<file path="config.mk">
export PLATFORM = sky130hd
export DESIGN_NAME = pgds_regs
export DESIGN_NICKNAME = d
export VERILOG_FILES = /design/src/hw/pgds_pkg.sv /design/src/hw/pgds_pg_if.sv /design/src/hw/pgds_pg_timer.sv /design/src/hw/pgds_regs.sv
export SDC_FILE = /design/constraint.sdc
export NUM_CORES = 1
export LEC_CHECK = 0
export ABC_CLOCK_PERIOD_IN_PS = 8800
export BUFFER_PORTS_ARGS = -buffer_cell sky130_fd_sc_hd__buf_2
export CAP_MARGIN = 20
export CORE_ASPECT_RATIO = 1.25
export CORE_UTILIZATION = 55
export DETAILED_ROUTE_END_ITERATION = 10
export PLACE_DENSITY = 0.79
export SLEW_MARGIN = 10
export SYNTH_ARGS = -nofsm -noshare
export SYNTH_HDL_FRONTEND = slang
export SYNTH_SLANG_ARGS = --single-unit
</file>
<file path="constraint.sdc">
create_clock -name clk -period 8.8 [get_ports clk]
set_input_delay 0 -clock clk [delete_from_list [all_inputs] [get_ports clk]]
set_output_delay 0 -clock clk [all_outputs]
set_load 0.02 [all_outputs]
</file>
<file path="src/hw/pgds_pkg.sv">
// shared constants for the power-good delay, shutdown and sleep-level register slice
// assumes a 40 MHz system clock; used by the register slice and its delay timer
package pgds_pkg;
	// register offsets on the register port
	localparam logic [7:0] OFS_PG_DELAY = 8'h43;
	localparam logic [7:0] OFS_SHUTDOWN = 8'h91;
	localparam logic [7:0] OFS_RAIL_A_SLP = 8'h92;
	localparam logic [7:0] OFS_RAIL_B_SLP = 8'h93;
	// field positions
	localparam int DLY_MSB = 2;
	localparam int FORCE_SHUTDOWN_CMD_BIT = 0;
	localparam int LEVEL_MSB = 7;
	localparam int LEVEL_LSB = 1;
	localparam int SLP_EN_BIT = 0;
	// values after reset
	localparam logic [2:0] RST_PG_DELAY = 3'h0;
	localparam logic [7:0] RST_SHUTDOWN = 8'h00;
	localparam logic [7:0] RST_RAIL_A_SLP = 8'h00;
	localparam logic [7:0] RST_RAIL_B_SLP = 8'h00;
	// delay table in microseconds, converted to cycles at the clock rate
	localparam int unsigned CLK_MHZ = 40;
	localparam int CNT_W = 22;
	localparam int unsigned DELAY_US [8] = '{2500, 5000, 10000, 15000, 20000, 50000, 75000, 100000};
	localparam int unsigned DELAY_CYC [8] = '{DELAY_US[0] * CLK_MHZ, DELAY_US[1] * CLK_MHZ,
		DELAY_US[2] * CLK_MHZ, DELAY_US[3] * CLK_MHZ, DELAY_US[4] * CLK_MHZ,
		DELAY_US[5] * CLK_MHZ, DELAY_US[6] * CLK_MHZ, DELAY_US[7] * CLK_MHZ};
	// which sleep pin a regulator listens to, fixed at build time
	typedef enum logic {PIN_FIRST, PIN_SECOND} pgds_pin_sel_t;
endpackage

</file>
<file path="src/hw/pgds_pg_if.sv">
// carrier between the register slice and the power-good delay timer
// assumes both ends run on the same clock
`timescale 1ns/100ps
interface pgds_pg_if;
	import pgds_pkg::*;
	logic all_good;
	logic [CNT_W-1:0] limit;
	logic done;
	modport ctrl (output all_good, output limit, input done);
	modport timer (input all_good, input limit, output done);
endinterface

</file>
<file path="src/hw/pgds_pg_timer.sv">
// power-good delay counter: counts while all grouped rails are good
// assumes all_good is already synchronised and limit is at least one
`timescale 1ns/100ps
module pgds_pg_timer
	import pgds_pkg::*;
(
	// clock and reset
	input wire logic clk,
	input wire logic rst,
	// link to the register slice
	pgds_pg_if.timer pg
);
	logic [CNT_W-1:0] cnt_ff, nxt_cnt;
	logic done_ff, nxt_done;

	// restart on any rail dropout, hold done once the delay has elapsed
	always_comb begin
		nxt_cnt = cnt_ff;
		nxt_done = done_ff;
		if (!pg.all_good) begin
			nxt_cnt = '0;
			nxt_done = 1'b0;
		end else if (!done_ff) begin
			if (cnt_ff >= pg.limit - CNT_W'(1)) begin
				nxt_done = 1'b1;
			end else begin
				nxt_cnt = cnt_ff + CNT_W'(1);
			end
		end
	end

	always_ff @(posedge clk or posedge rst) begin
		if (rst) begin
			cnt_ff <= '0;
			done_ff <= 1'b0;
		end else begin
			cnt_ff <= nxt_cnt;
			done_ff <= nxt_done;
		end
	end

	assign pg.done = done_ff;

	a_done_after_count: assert property (@(posedge clk) disable iff (rst)
		$rose(done_ff) |-> $past(cnt_ff) == $past(pg.limit) - CNT_W'(1) && $past(pg.all_good))
		else $error("delay done before the full count");
	a_dropout_clears: assert property (@(posedge clk) disable iff (rst)
		!pg.all_good |=> !done_ff && cnt_ff == '0)
		else $error("rail dropout did not restart the delay");
endmodule // pgds_pg_timer

</file>
<file path="src/hw/pgds_regs.sv">
// register slice: output power-good delay, forced shutdown, two sleep-level controls
// assumes a byte-wide register port on clk fed by a serial slave engine elsewhere;
// rail-good and sleep pins are asynchronous and synchronised here
// the delay counter sits in its own module behind a small interface
// delays use nominal counts; their spread is left to the clock accuracy
//
// What this block does
// - delay codes map 2.5 to 100 ms
// - delay starts when all grouped rails good
// - host-driven output ignores delay field unless termination use is set
// - shutdown bit forces full register reset
// - shutdown bit clears itself after acting
// - shutdown write with bit 0 set gets no acknowledge
// - shutdown register resets zero, upper bits zero
// - rail A sleep level in bits 7:1
// - rail A sleep level when enabled, pin low
// - rail A sleep pin chosen at build
// - rail B sleep level in bits 7:1
// - rail B sleep level when enabled, pin low
// - rail B sleep pin chosen at build
// - delay code bits 2:0, rest reserved
`timescale 1ns/100ps
module pgds_regs
	import pgds_pkg::*;
#(
	parameter int NUM_RAILS = 4,
	parameter logic [NUM_RAILS-1:0] OUT3_RAIL_MASK = '1,
	parameter pgds_pin_sel_t RAIL_A_PIN = PIN_FIRST,
	parameter pgds_pin_sel_t RAIL_B_PIN = PIN_SECOND,
	parameter int unsigned DELAY_CYCLES [8] = DELAY_CYC
) (
	// clock and reset
	input wire logic clk,
	input wire logic rst,
	// register port
	input wire logic [7:0] reg_addr,
	input wire logic [7:0] reg_wdata,
	input wire logic reg_wr,
	input wire logic reg_rd,
	output logic [7:0] reg_rdata,
	output logic reg_ack,
	// asynchronous pins
	input wire logic [NUM_RAILS-1:0] rail_good,
	input wire logic sleep_pin_first,
	input wire logic sleep_pin_second,
	// factory and neighbouring register state, same clock
	input wire logic out3_host_mode,
	input wire logic out3_term_use,
	input wire logic out3_host_level,
	input wire logic [6:0] rail_a_normal_level,
	input wire logic [6:0] rail_b_normal_level,
	// outputs to regulators, pin and sequencer
	output logic general_output_three,
	output logic [6:0] rail_a_level,
	output logic [6:0] rail_b_level,
	output logic force_shutdown_cmd
);
	localparam int SYNC_W = NUM_RAILS + 2;

	// refuse delay counts that the counter cannot hold
	for (genvar i = 0; i < 8; i++) begin : g_chk
		if (DELAY_CYCLES[i] == 0 || DELAY_CYCLES[i] >= (64'd1 << CNT_W)) begin : g_bad
			$error("delay cycle count out of range");
		end
	end
	if (NUM_RAILS < 1) begin : g_bad_rails
		$error("need at least one rail");
	end

	// two-stage synchronisers for every pin input
	// the flops reset to 0, so both sleep pins read as a sleep request and every
	// grouped rail as not good until two clocks after reset is released
	logic [SYNC_W-1:0] sync_in;
	logic [SYNC_W-1:0] sync_meta_ff;
	logic [SYNC_W-1:0] sync_ff;
	assign sync_in = {rail_good, sleep_pin_second, sleep_pin_first};
	for (genvar s = 0; s < SYNC_W; s++) begin : g_sync
		always_ff @(posedge clk or posedge rst) begin
			if (rst) begin
				sync_meta_ff[s] <= 1'b0;
				sync_ff[s] <= 1'b0;
			end else begin
				sync_meta_ff[s] <= sync_in[s];
				sync_ff[s] <= sync_meta_ff[s];
			end
		end
	end

	logic pin_first_s, pin_second_s;
	logic [NUM_RAILS-1:0] rail_good_s;
	assign pin_first_s = sync_ff[0];
	assign pin_second_s = sync_ff[1];
	assign rail_good_s = sync_ff[SYNC_W-1:2];

	// register state
	logic [2:0] dly_code_ff, nxt_dly_code;
	logic [7:0] a_slp_ff, nxt_a_slp;
	logic [7:0] b_slp_ff, nxt_b_slp;
	logic force_shutdown_cmd_ff, nxt_force_shutdown_cmd;
	logic [7:0] rdata_ff, nxt_rdata;
	logic ack_ff, nxt_ack;

	logic wr_force_shutdown_cmd, mapped;
	assign wr_force_shutdown_cmd = reg_wr && reg_addr == OFS_SHUTDOWN && reg_wdata[FORCE_SHUTDOWN_CMD_BIT];
	assign mapped = reg_addr == OFS_PG_DELAY || reg_addr == OFS_SHUTDOWN ||
		reg_addr == OFS_RAIL_A_SLP || reg_addr == OFS_RAIL_B_SLP;

	// register writes; a pending shutdown wipes everything and swallows the access
	// the shutdown pulse lasts one cycle and the wipe lands on the edge that ends it,
	// so an access made while the pulse stands is dropped rather than half applied
	always_comb begin
		nxt_dly_code = dly_code_ff;
		nxt_a_slp = a_slp_ff;
		nxt_b_slp = b_slp_ff;
		nxt_force_shutdown_cmd = 1'b0;
		if (force_shutdown_cmd_ff) begin
			nxt_dly_code = RST_PG_DELAY;
			nxt_a_slp = RST_RAIL_A_SLP;
			nxt_b_slp = RST_RAIL_B_SLP;
		end else if (reg_wr) begin
			case (reg_addr)
				OFS_PG_DELAY: nxt_dly_code = reg_wdata[DLY_MSB:0];
				OFS_SHUTDOWN: nxt_force_shutdown_cmd = reg_wdata[FORCE_SHUTDOWN_CMD_BIT];
				OFS_RAIL_A_SLP: nxt_a_slp = reg_wdata;
				OFS_RAIL_B_SLP: nxt_b_slp = reg_wdata;
				default: nxt_force_shutdown_cmd = 1'b0;
			endcase
		end
	end

	// read data and acknowledge; unmapped offsets get no acknowledge
	// read data is zero whenever no acknowledge stands, so a stale byte is never seen
	always_comb begin
		nxt_rdata = 8'h00;
		nxt_ack = 1'b0;
		if (!force_shutdown_cmd_ff) begin
			if (reg_wr) begin
				nxt_ack = mapped && !wr_force_shutdown_cmd;
			end else if (reg_rd) begin
				nxt_ack = mapped;
				case (reg_addr)
					OFS_PG_DELAY: nxt_rdata = {5'h00, dly_code_ff};
					OFS_SHUTDOWN: nxt_rdata = {7'h00, force_shutdown_cmd_ff};
					OFS_RAIL_A_SLP: nxt_rdata = a_slp_ff;
					OFS_RAIL_B_SLP: nxt_rdata = b_slp_ff;
					default: nxt_rdata = 8'h00;
				endcase
			end
		end
	end

	always_ff @(posedge clk or posedge rst) begin
		if (rst) begin
			dly_code_ff <= RST_PG_DELAY;
			a_slp_ff <= RST_RAIL_A_SLP;
			b_slp_ff <= RST_RAIL_B_SLP;
			force_shutdown_cmd_ff <= RST_SHUTDOWN[FORCE_SHUTDOWN_CMD_BIT];
			rdata_ff <= 8'h00;
			ack_ff <= 1'b0;
		end else begin
			dly_code_ff <= nxt_dly_code;
			a_slp_ff <= nxt_a_slp;
			b_slp_ff <= nxt_b_slp;
			force_shutdown_cmd_ff <= nxt_force_shutdown_cmd;
			rdata_ff <= nxt_rdata;
			ack_ff <= nxt_ack;
		end
	end

	assign reg_rdata = rdata_ff;
	assign reg_ack = ack_ff;
	assign force_shutdown_cmd = force_shutdown_cmd_ff;

	// power-good delay timer for the general output
	// the limit follows the stored code at once; a code change in mid-count acts on
	// the running count, so the host should change it only while the rails are down
	pgds_pg_if pg_link ();
	assign pg_link.all_good = &(rail_good_s | ~OUT3_RAIL_MASK);
	assign pg_link.limit = CNT_W'(DELAY_CYCLES[dly_code_ff]);

	pgds_pg_timer u_timer (
		.clk(clk),
		.rst(rst),
		.pg(pg_link.timer)
	);

	// output drive and applied level codes
	// the applied codes are not wiped by shutdown: they follow the wiped sleep
	// registers one cycle later, which keeps a second reset source off the level path
	logic out3_ff, nxt_out3;
	logic [6:0] a_lvl_ff, nxt_a_lvl;
	logic [6:0] b_lvl_ff, nxt_b_lvl;
	logic a_pin_s, b_pin_s, use_delay;

	// pin choice is a build-time strap, so software cannot move it
	assign a_pin_s = (RAIL_A_PIN == PIN_FIRST) ? pin_first_s : pin_second_s;
	assign b_pin_s = (RAIL_B_PIN == PIN_FIRST) ? pin_first_s : pin_second_s;
	// a host-driven pin still needs the delay when it enables the termination regulator
	assign use_delay = !out3_host_mode || out3_term_use;

	always_comb begin
		nxt_out3 = use_delay ? pg_link.done : out3_host_level;
		nxt_a_lvl = rail_a_normal_level;
		nxt_b_lvl = rail_b_normal_level;
		if (a_slp_ff[SLP_EN_BIT] && !a_pin_s) begin
			nxt_a_lvl = a_slp_ff[LEVEL_MSB:LEVEL_LSB];
		end
		if (b_slp_ff[SLP_EN_BIT] && !b_pin_s) begin
			nxt_b_lvl = b_slp_ff[LEVEL_MSB:LEVEL_LSB];
		end
	end

	always_ff @(posedge clk or posedge rst) begin
		if (rst) begin
			out3_ff <= 1'b0;
			a_lvl_ff <= 7'h00;
			b_lvl_ff <= 7'h00;
		end else begin
			out3_ff <= nxt_out3;
			a_lvl_ff <= nxt_a_lvl;
			b_lvl_ff <= nxt_b_lvl;
		end
	end

	assign general_output_three = out3_ff;
	assign rail_a_level = a_lvl_ff;
	assign rail_b_level = b_lvl_ff;

	// checks on the shutdown command and the reserved delay bits
	a_force_shutdown_cmd_no_ack: assert property (@(posedge clk) disable iff (rst)
		wr_force_shutdown_cmd && !force_shutdown_cmd_ff |=> force_shutdown_cmd_ff && !reg_ack)
		else $error("shutdown write was acknowledged or not taken");
	a_force_shutdown_cmd_self_clear: assert property (@(posedge clk) disable iff (rst)
		force_shutdown_cmd_ff |=> !force_shutdown_cmd_ff)
		else $error("shutdown bit did not clear itself");
	a_force_shutdown_cmd_wipes_regs: assert property (@(posedge clk) disable iff (rst)
		force_shutdown_cmd_ff |=> dly_code_ff == RST_PG_DELAY && a_slp_ff == RST_RAIL_A_SLP &&
			b_slp_ff == RST_RAIL_B_SLP)
		else $error("registers not reset by shutdown");
	a_force_shutdown_cmd_read_zero: assert property (@(posedge clk) disable iff (rst)
		reg_rd && !reg_wr && reg_addr == OFS_SHUTDOWN && !force_shutdown_cmd_ff |=> reg_ack &&
			reg_rdata == 8'h00)
		else $error("shutdown register read not zero");
	a_delay_reserved: assert property (@(posedge clk) disable iff (rst)
		reg_rd && !reg_wr && reg_addr == OFS_PG_DELAY && !force_shutdown_cmd_ff |=> reg_rdata[7:3] == 5'h00)
		else $error("reserved delay bits not zero");

	// checks on register storage, level selection and the general output
	a_rail_a_store: assert property (@(posedge clk) disable iff (rst)
		reg_wr && reg_addr == OFS_RAIL_A_SLP && !force_shutdown_cmd_ff |=> a_slp_ff == $past(reg_wdata))
		else $error("rail A sleep control not stored");
	a_rail_b_store: assert property (@(posedge clk) disable iff (rst)
		reg_wr && reg_addr == OFS_RAIL_B_SLP && !force_shutdown_cmd_ff |=> b_slp_ff == $past(reg_wdata))
		else $error("rail B sleep control not stored");
	a_delay_store: assert property (@(posedge clk) disable iff (rst)
		reg_wr && reg_addr == OFS_PG_DELAY && !force_shutdown_cmd_ff |=>
			dly_code_ff == $past(reg_wdata[DLY_MSB:0]))
		else $error("delay code not stored");
	a_rail_a_select: assert property (@(posedge clk) disable iff (rst)
		a_slp_ff[SLP_EN_BIT] && !a_pin_s |=> rail_a_level == $past(a_slp_ff[7:1]))
		else $error("rail A sleep level not applied");
	a_rail_b_normal: assert property (@(posedge clk) disable iff (rst)
		!b_slp_ff[SLP_EN_BIT] |=> rail_b_level == $past(rail_b_normal_level))
		else $error("rail B normal level not applied");
	a_out3_host: assert property (@(posedge clk) disable iff (rst)
		out3_host_mode && !out3_term_use |=> general_output_three == $past(out3_host_level))
		else $error("host-driven output not followed");
	a_out3_dropout: assert property (@(posedge clk) disable iff (rst)
		use_delay && !pg_link.all_good ##1 use_delay |=> !general_output_three)
		else $error("output held after rail dropout");

	// checks on the applied level codes
	a_rail_a_normal: assert property (@(posedge clk) disable iff (rst)
		!a_slp_ff[SLP_EN_BIT] |=> rail_a_level == $past(rail_a_normal_level))
		else $error("rail A normal level not applied");
	a_rail_a_awake: assert property (@(posedge clk) disable iff (rst)
		a_slp_ff[SLP_EN_BIT] && a_pin_s |=> rail_a_level == $past(rail_a_normal_level))
		else $error("rail A left normal level with its pin high");
	a_rail_b_select: assert property (@(posedge clk) disable iff (rst)
		b_slp_ff[SLP_EN_BIT] && !b_pin_s |=> rail_b_level == $past(b_slp_ff[7:1]))
		else $error("rail B sleep level not applied");
	a_rail_b_awake: assert property (@(posedge clk) disable iff (rst)
		b_slp_ff[SLP_EN_BIT] && b_pin_s |=> rail_b_level == $past(rail_b_normal_level))
		else $error("rail B left normal level with its pin high");

	// checks on the general output, on accesses around shutdown and on delay read-back
	a_out3_term: assert property (@(posedge clk) disable iff (rst)
		out3_term_use |=> general_output_three == $past(pg_link.done))
		else $error("termination use did not keep the delay");
	a_out3_delay_done: assert property (@(posedge clk) disable iff (rst)
		use_delay && pg_link.done |=> general_output_three)
		else $error("output not raised after the delay");
	a_force_shutdown_cmd_drops_access: assert property (@(posedge clk) disable iff (rst)
		force_shutdown_cmd_ff && (reg_wr || reg_rd) |=> !reg_ack)
		else $error("access acknowledged during shutdown");
	a_force_shutdown_cmd_zero_write: assert property (@(posedge clk) disable iff (rst)
		reg_wr && reg_addr == OFS_SHUTDOWN && !reg_wdata[FORCE_SHUTDOWN_CMD_BIT] && !force_shutdown_cmd_ff |=>
			!force_shutdown_cmd_ff && reg_ack)
		else $error("shutdown write of zero mishandled");
	a_delay_read_back: assert property (@(posedge clk) disable iff (rst)
		reg_rd && !reg_wr && reg_addr == OFS_PG_DELAY && !force_shutdown_cmd_ff |=>
			reg_ack && reg_rdata[DLY_MSB:0] == $past(dly_code_ff))
		else $error("delay code read back wrong");
endmodule // pgds_regs

</file>
* After elaboration in Yosys (flattened, before gate mapping)
Memories as Yosys holds them, arrays and structs flattened.
Index checks and enable logic that the tools add are counted.
** Word-level totals
- Register bits after elaboration :: 79
- Latch bits :: 0
- Bits in writable memories :: 0
- Bits in read-only memories :: 256
- Output and inout bits :: 25
- Memories :: 1
** Memories
- (name not given) :: depth 8, bits a word 32, rd ports 1, clocked after Yosys merged registers in 0, wr ports 0, line pgds_regs.sv:179 : assign pg_link.limit = CNT_W'(DELAY_CYCLES[dly_code_ff]);
** Cells by class
- Add/sub/neg operators :: 2
- $mul :: 0
- Div/mod/pow operators :: 0
- $lt $le $gt $ge :: 2
- Equal/unequal tests :: 6
- Shifts and indexed selects :: 0
- Muxes and demuxes :: 30
- Bitwise logic cells :: 1
- Reduce and logical (&&, ||, !) cells :: 22
** Operator list (number)
- two-way mux 22 bit :: 5
- two-way mux 8 bit :: 9
- == test 8 bit, second input constant :: 3
- case mux 8 bit (3 select lines) :: 1
- adder 22 x 1 -> 22 bit, second input constant :: 1
- >= comparator 22 bit :: 1
- subtractor 22 x 1 -> 22 bit, second input constant :: 1
- two-way mux 7 bit :: 2
- two-way mux 1 bit :: 10
- two-way mux 3 bit :: 3
- == test 8 x 7 -> 1 bit, second input constant :: 1
- AND reduction 2 bit :: 4
- nonzero test 2 bit :: 4
- logical AND 1 bit :: 5
- >= comparator 4 bit, second input constant :: 1
- logical NOT 1 bit :: 4
- logical OR 1 bit :: 4
- != test 2 bit, second input constant :: 2
- NOT 3 -> 4 bit :: 1
- AND reduction 4 bit :: 1

* Depth between registers and ports, before layout
Gate-level depths: netlist (run 1).
- Word-level depth :: 9
- Mapped depth :: 20

* Hierarchy
Synthesis (run 1) repeated with hierarchy kept, for this count alone.
** Second synthesis, totals
- Cell total of the unflattened synthesis :: 452
- Area, all modules :: 4683.2 µm²
** Modules (own cells, without submodules)
- pgds_regs :: times used 1, cells an instance 201, area each 2483.6 µm²
- pgds_pg_timer :: times used 1, cells an instance 251, area each 2199.6 µm²

* Worst setup path before layout (run 1)
Ideal clock, no wire load.
- Path type :: reg-to-reg
- From :: register dly_code_ff[2]
- To :: register u_timer.cnt_ff[14]
- Library setup time :: 0.136 ns
- Arrival time :: 3.615 ns
- Data required time :: 8.664 ns
- Slack :: 5.049 ns
- Stages on the path, launching flop included :: 18
- Buffers on the path :: 4
- Period minus slack after synthesis :: 3.751 ns
- Cells stage by stage :: dfrtp_1 > clkbuf_1 > buf_1 > mux2i_1 > ha_1 > nand2_1 > nor3_1 > nand2b_1 > nor3_1 > a211oi_1 > ha_1 > and4_1 > a21oi_1 > o221ai_2 > buf_2 > buf_2 > o41ai_1 > a21oi_1
** Between the ends
- Word-level cells in the longest chain between the ends :: 8
** Ends and longest elaborated chain
- start, declared :: line pgds_regs.sv:96 : logic [2:0] dly_code_ff, nxt_dly_code;
- start signal, assigned :: line pgds_regs.sv:161 : dly_code_ff <= nxt_dly_code;
- NOT 3 -> 4 bit (implied by the code) :: line pgds_regs.sv:179
- memory (8 x 32 bit)
- two-way mux 22 bit (implied by the code) (2 in series) :: line pgds_regs.sv:179
- subtractor 22 x 1 -> 22 bit :: line pgds_pg_timer.sv:24 : if (cnt_ff >= pg.limit - CNT_W'(1)) begin
- >= comparator 22 bit :: line pgds_pg_timer.sv:24
- != test 2 bit (no line)
- AND reduction 2 bit (no line)
- end signal, assigned :: line pgds_pg_timer.sv:37 : cnt_ff <= nxt_cnt;
- end, declared :: line pgds_pg_timer.sv:13 : logic [CNT_W-1:0] cnt_ff, nxt_cnt;
No other way between the ends. The select of a mux whose other input is x is not followed.
A chain may end at the register's enable or synchronous reset.

* Final worst setup path (run 1)
- From :: register dly_code_ff[0]
- To :: register u_timer.cnt_ff[3]
Same word-level chain as after synthesis.

==> impl_metrics.py, run 1 <==
metrics = {
    "timing": {
        "rsz0062_at_grt": "false",
        "hold_viol": 0,
        "timing.final.ws_setup_ns": 4.51,
        "finalCritPeriodShare_pct": 48.8,
        "min_period_ns": 4.29,
        "final_max_slew_viol_count": 0,
        "tightest_slew_ns": 1.03,
        "setup-tns-final_ns": 0,
        "max_freq_mhz": 233,
        "relSlewSlack_pct": 30.8,
        "finClkSkew_ns": 0.0138,
        "hold_slack_ns": 0.0652,
        "setup_viol": 0,
    },
    "setup_path": {
        "worstPathArrival_ns": 4.56,
        "cp_slowest_cell": "dfrtp_1",
        "rr_worst_depth": 16,
        "cp-end-kind": "flip-flop",
        "slowest_delay_ns": 0.56,
        "path_max_fanout": 35,
        "critical_path_class": "reg2reg",
        "critPathMostFrequentCell": "ha_1",
        "critPathLaunchType": "flip-flop",
        "worstPathRequired_ns": 9.07,
        "crit_chain": "inv_1 -> ha_1 -> mux2i_1 -> ha_1 -> nand2_1 -> nor3_1 -> nand2b_1 -> nor3_1 -> a211oi_1 -> ha_1 -> and4_1 -> a21oi_1 -> o221ai_2 -> buf_4 -> or4_1 -> a21oi_1",
    },
    "floorplan": {
        "row_count": 35,
        "io_pins": 68,
        "die_h_um": 99.8,
        "start_util_pct": 56.8,
        "coreArea_um2": 7400,
        "die-area_um2": 8000,
        "dieWidth_um": 80.2,
    },
    "cts": {
        "cts_tree": "built",
        "clkSinkCount": 79,
        "clk_path_buf_depth": 2,
        "clock_latency_ns": 0.37,
        "clkSlewWorstSetupHoldPaths_ns": 0.09,
        "htreeDepth": 3,
        "cts_buffers": 9,
        "root_buffer": "clkbuf_8",
        "cts_resized": 0,
    },
    "yosys": {
        "synth.distinct_cells": 50,
        "ys_warn_count": 0,
        "synth.top_cell.area_share_pct": 47.0,
        "synth_top_cells_by_area": "dfrtp_1 47%, ha_1 7.7%, a21oi_1 5.8%",
        "ys.flop_type": "dfrtp_1",
        "synthArstFlopShare_pct": 100,
        "syn_area_per_cell_um2": 9.83,
        "synth_fp_nets": 497,
        "ys_seq_area_share_pct": 47.0,
        "syn_inst": 428,
        "syn_area_um2": 4210,
        "ys_ff_latch": 79,
        "synth_edf_count": 0,
        "yosysTopAreaCell": "dfrtp_1",
    },
    "worst_hold_path": {
        "hold_class": "in2reg",
        "holdPathStages": 4,
    },
    "detailed_routing": {
        "viasPerCell": 6.15,
        "wl_per_cell_um": 17.3,
        "drt_iter0_drc": 232,
        "routed_wl_mm": 10.6,
        "drc": 0,
        "detail-route-antenna-nets": 0,
        "dr_total_vias": 3775,
        "drt_pass1_iterations": 7,
    },
    "power_and_ir_drop": {
        "switchingPower_mw": 0.211,
        "p_clk_share_pct": 37.2,
        "finalPower_mw": 0.731,
        "p_int_mw": 0.520,
        "p_leak_nw": 2.27,
        "peakVddDrop_uv": 121,
        "seqPwrFrac_pct": 52.2,
        "switching_share_pct": 28.8,
        "power_density_nw_per_um2": 144,
        "p_comb_share_pct": 10.6,
    },
    "global_route": {
        "grt_pass1_wl_mm": 17.7,
        "track_usage_pct": 29.1,
        "grt_pass1_vias": 3697,
        "grt_antenna_before_repair": 0,
        "grt_start_max_net_pins": 80,
        "grt-ovfl-total": 0,
    },
    "cells_and_area": {
        "design_area_um2": 5090,
        "final_nets": 586,
        "layout_commonest_cell": "dfrtp_1",
        "postLayoutCoreUtil_pct": 68.8,
        "stdcell_count": 614,
        "drive_gt1_share_pct": 21.5,
        "final_cell_mix": "79 x dfrtp_1, 67 x buf_2, 49 x a21oi_1, 43 x nand2_1, 33 x dlygate4sd3_1",
        "diodes": 0,
        "area_growth_pct": 21.0,
    },
    "place": {
        "place_inst": 565,
        "io_buffers": 67,
        "dp_slack_ns": 4.61,
        "dpl.hpwl_mm": 6.69,
        "postPlaceCellArea_um2": 4560,
        "gp_congestion": 0.906,
    },
    "status": {
        "outcome": "finished clean",
    },
    "run": {
        "cap_violations": 0,
    },
}
==> sequential cells by signal, summed over array words and instances, names as in the netlist, 3 cells and up <==
signal and flops:
b_slp_ff 8, u_timer.cnt_ff 22, reg_rdata 8, rail_a_level 7, rail_good_s 4, sync_meta_ff 6, dly_code_ff 3, a_slp_ff 8
rail_b_level 7
==> layer usage <==
layer  vias up  track usage, %  routed length [µm]
met4         0            11.7                 276
met1      1813            34.7                4100
met2       174            50.8                5560
met3        30            6.06                 677
met5         -               0                   0
li1       1758               -                   -
==> cell type report <==
class | instances | area, µm²
flip-flops and latches | 79 | 1980
clock inverters | 7 | 73.8
fillers | 540 | 2310
repair buffers | 103 | 688
clock buffers | 9 | 124
inverters | 9 | 35.0
multi-input cells | 315 | 2080
well taps | 92 | 115
==> Yosys cell counts, types with 7 or more instances <==
| master | count |
|---|---|
| nor2_1 | 24 |
| o21ai_0 | 7 |
| nand3_1 | 30 |
| nand4_1 | 9 |
| and3_1 | 7 |
| or4_1 | 13 |
| nor3_1 | 8 |
| nand2_1 | 43 |
| dfrtp_1 | 79 |
| nand2b_1 | 8 |
| o31ai_1 | 13 |
| a21oi_1 | 49 |
| ha_1 | 26 |
| inv_1 | 9 |
| clkbuf_1 | 15 |
| mux2_2 | 15 |
==> power by group through the flow <==
stage	Clock, mW	Combinational, mW	Sequential, mW
6_report	0.272	0.0777	0.382
5_1_grt	0.290	0.0866	0.383
2_1_floorplan	0	0.0391	0.390
4_1_cts	0.273	0.0761	0.381
3_3_place_gp	0	0.0632	0.388
3_5_place_dp	0	0.0655	0.388
==> timing repair <==
action / 4_1_cts / 5_1_grt
buffers inserted: 0 / 0
hold endpoints to repair: 121 / 0
hold buffers: 33 / 0
setup endpoints to repair: 0 / 0
==> worst max-delay path: cells and delay by family (launching register included) <==
kind	cells	cell delay, ns
AND/OR/NAND/NOR	6	1.44
adder cells (fa/ha/maj)	3	0.94
buffers and inverters	2	0.41
multiplexers	1	0.21
AO/OA/AOI/OAI	4	0.62
flip-flops	1	0.56
==> worst paths after layout <==
path | startpoint | endpoint | slack (ns)
min in group asynchronous | rst | a_slp_ff[3] | 0.49
max in group asynchronous | rst | reg_rdata[0] | 7.68
min reg2reg | sync_meta_ff[0] | a_pin_s | 0.36
min | reg_addr[7] | dly_code_ff[1] | 0.07
max reg2reg | dly_code_ff[0] | u_timer.cnt_ff[3] | 4.51
max | dly_code_ff[0] | u_timer.cnt_ff[3] | 4.51
==> logic make-up (layout without fill, tap and decap cells) <==
kind of cell             Yosys count  after routing  synth area share (%)
AO/OA/AOI/OAI                    105            105                  16.1
XOR/XNOR                           3              3                 0.625
adder cells (fa/ha/maj)           26             26                  7.74
buffers and inverters             34            128                  3.63
flip-flops                        79             79                  47.0
multiplexers                      19             19                  4.97
AND/OR/NAND/NOR                  162            162                  19.9
Power figures use the tool's default switching activity.
==> inputs of run 2 (changes only) <==
- ABC_CLOCK_PERIOD_IN_PS: 8800 -> 4500
- clock period: 8.8 -> 4.5 ns (I/O delays scaled with it)
==> impl_metrics.py, run 2 (synthesized netlist as in run 1, its figures left out) <==
metrics = {
    "timing": {
        "hold_viol": 0,
        "min_period_ns": 4.15,
        "tightest_slew_ns": 1.07,
        "timing.final.ws_setup_ns": 0.349,
        "max_freq_mhz": 241,
        "final_max_slew_viol_count": 0,
        "relSlewSlack_pct": 28.3,
        "finClkSkew_ns": 0.0214,
        "setup-tns-final_ns": 0,
        "finalCritPeriodShare_pct": 92.3,
        "rsz0062_at_grt": "false",
        "setup_viol": 0,
    },
    "detailed_routing": {
        "dr_total_vias": 3862,
        "drt_iter0_drc": 237,
        "wl_per_cell_um": 17.4,
        "drt_pass1_iterations": 5,
        "viasPerCell": 6.26,
        "routed_wl_mm": 10.8,
        "drc": 0,
        "detail-route-antenna-nets": 0,
    },
    "cts": {
        "cts_tree": "built",
        "htreeDepth": 3,
        "clkSinkCount": 79,
        "clk_path_buf_depth": 2,
        "root_buffer": "clkbuf_8",
        "cts_buffers": 9,
        "clock_latency_ns": 0.38,
        "clkSlewWorstSetupHoldPaths_ns": 0.09,
        "postCtsSetupRepairBufs": 0,
    },
    "cells_and_area": {
        "diodes": 0,
        "drive_gt1_share_pct": 22.1,
        "largest_reg_flops": 22,
        "final_nets": 589,
        "layout_commonest_cell": "dfrtp_1",
        "final_cell_mix": "78 x dfrtp_1, 67 x buf_2, 49 x a21oi_1, 43 x nand2_1, 33 x dlygate4sd3_1",
        "top_register": "u_timer.cnt_ff",
        "fill_cells": 520,
        "area_growth_pct": 23.0,
        "multiInputGateArea_um2": 2080,
        "area.sequential_um2": 1980,
    },
    "power_and_ir_drop": {
        "p_int_mw": 1.13,
        "p_clk_share_pct": 41.1,
        "switching_share_pct": 26.4,
        "peakVddDrop_uv": 277,
        "power_density_nw_per_um2": 296,
        "seqPwrFrac_pct": 48.6,
        "p_leak_nw": 2.31,
        "p_comb_share_pct": 10.4,
        "switchingPower_mw": 0.405,
    },
    "worst_hold_path": {
        "hold_class": "in2reg",
        "holdPathStages": 4,
    },
    "floorplan": {
        "die_h_um": 99.8,
        "io_pins": 68,
        "row_count": 35,
        "start_util_pct": 56.8,
        "dieWidth_um": 80.2,
        "die-area_um2": 8000,
        "coreArea_um2": 7400,
    },
    "setup_path": {
        "path_max_fanout": 31,
        "cp_slowest_cell": "or4_1",
        "critical_path_class": "reg2reg",
        "slowest_delay_ns": 0.52,
        "worstPathRequired_ns": 4.76,
        "crit_chain": "inv_1 -> ha_1 -> mux2i_1 -> ha_1 -> nand2_1 -> nor3_1 -> nand2b_1 -> nor3_1 -> a211oi_1 -> ha_1 -> a21oi_1 -> o21ai_0 -> a21oi_1 -> o221ai_2 -> buf_4 -> or4_1 -> a21oi_1",
        "cp-end-kind": "flip-flop",
        "r2r_slack_ns": 0.35,
        "worstPathArrival_ns": 4.41,
        "rr_worst_depth": 17,
        "critPathLaunchType": "flip-flop",
    },
    "global_route": {
        "grt-busiest-layer": "met2",
        "grt_pass1_vias": 3776,
        "grt_pass1_wl_mm": 17.8,
        "grt_antenna_before_repair": 0,
        "grt-ovfl-total": 0,
        "met3_usage_pct": 5.69,
        "grt_start_max_net_pins": 80,
        "grtUsageMet1_pct": 33.4,
        "gr-usage-met2_pct": 51.7,
        "track_usage_pct": 29.3,
    },
    "place": {
        "gp_congestion": 0.853,
        "dp_slack_ns": 0.384,
        "dpl.hpwl_mm": 6.61,
        "io_buffers": 67,
    },
    "run": {
        "cap_violations": 0,
    },
    "status": {
        "outcome": "finished clean",
    },
}
[run 2: final timing paths]
check,startpoint,endpoint
worst max-delay path,dly_code_ff[0],u_timer.cnt_ff[11]
worst min-delay path,reg_addr[7],reg_ack
worst max register to register,dly_code_ff[0],u_timer.cnt_ff[11]
worst min register to register,sync_meta_ff[0],a_pin_s
max in group asynchronous,rst,dly_code_ff[0]
min in group asynchronous,rst,rail_b_level[6]
[run 2: final cells by class]
| class | instances | area share (%) |
|---|---|---|
| Clock inverter | 7 | 2.18 |
| Timing Repair Buffer | 106 | 14.1 |
| Tap cell | 92 | 2.23 |
| Clock buffer | 9 | 2.40 |
| Multi-Input combinational cell | 315 | 40.1 |
| Inverter | 9 | 0.677 |
| Sequential cell | 79 | 38.3 |
[run 2: metal layers]
| layer | vias up | routed length, µm |
|---|---|---|
| met5 | - | 0 |
| met4 | 0 | 385 |
| met3 | 37 | 639 |
| met2 | 198 | 5670 |
| met1 | 1848 | 4070 |
| li1 | 1779 | - |
[run 2: timing repair]
action,CTS,global route
resized for setup,0,1
hold endpoints to repair,121,0
hold buffers,33,0
setup endpoints to repair,0,13
[run 2: power groups by stage]
| stage | clock [mW] | combinational, mW | sequential [mW] |
|---|---|---|---|
| final | 0.629 | 0.159 | 0.744 |
| after detailed placement | 0 | 0.131 | 0.757 |
| after CTS | 0.626 | 0.153 | 0.743 |
| after global routing | 0.662 | 0.175 | 0.746 |
| after floorplan | 0 | 0.0765 | 0.762 |
| after global placement | 0 | 0.126 | 0.757 |
[run 2: critical path: cells and delay by family (launching register included)]
kind	cells	cell delay, ns
AND/OR/NAND/NOR	5	1.19
adder cells (fa/ha/maj)	3	0.92
AO/OA/AOI/OAI	6	0.84
flip-flops	1	0.48
buffers and inverters	2	0.36
multiplexers	1	0.25
[run 2: per-stage QoR]
stage	hold WS, ns	utilization, %	area, µm²	instances	power (mW)
5_1_grt	0.102	69.9	5170	617	1.58
6_report	0.0741	69.9	5170	617	1.53
3_5_place_dp	0.109	61.8	4580	567	0.888
3_3_place_gp	0.110	61.8	4580	567	0.883
4_1_cts	0.0380	69.5	5140	616	1.52
2_1_floorplan	0.0314	-	4210	428	0.838
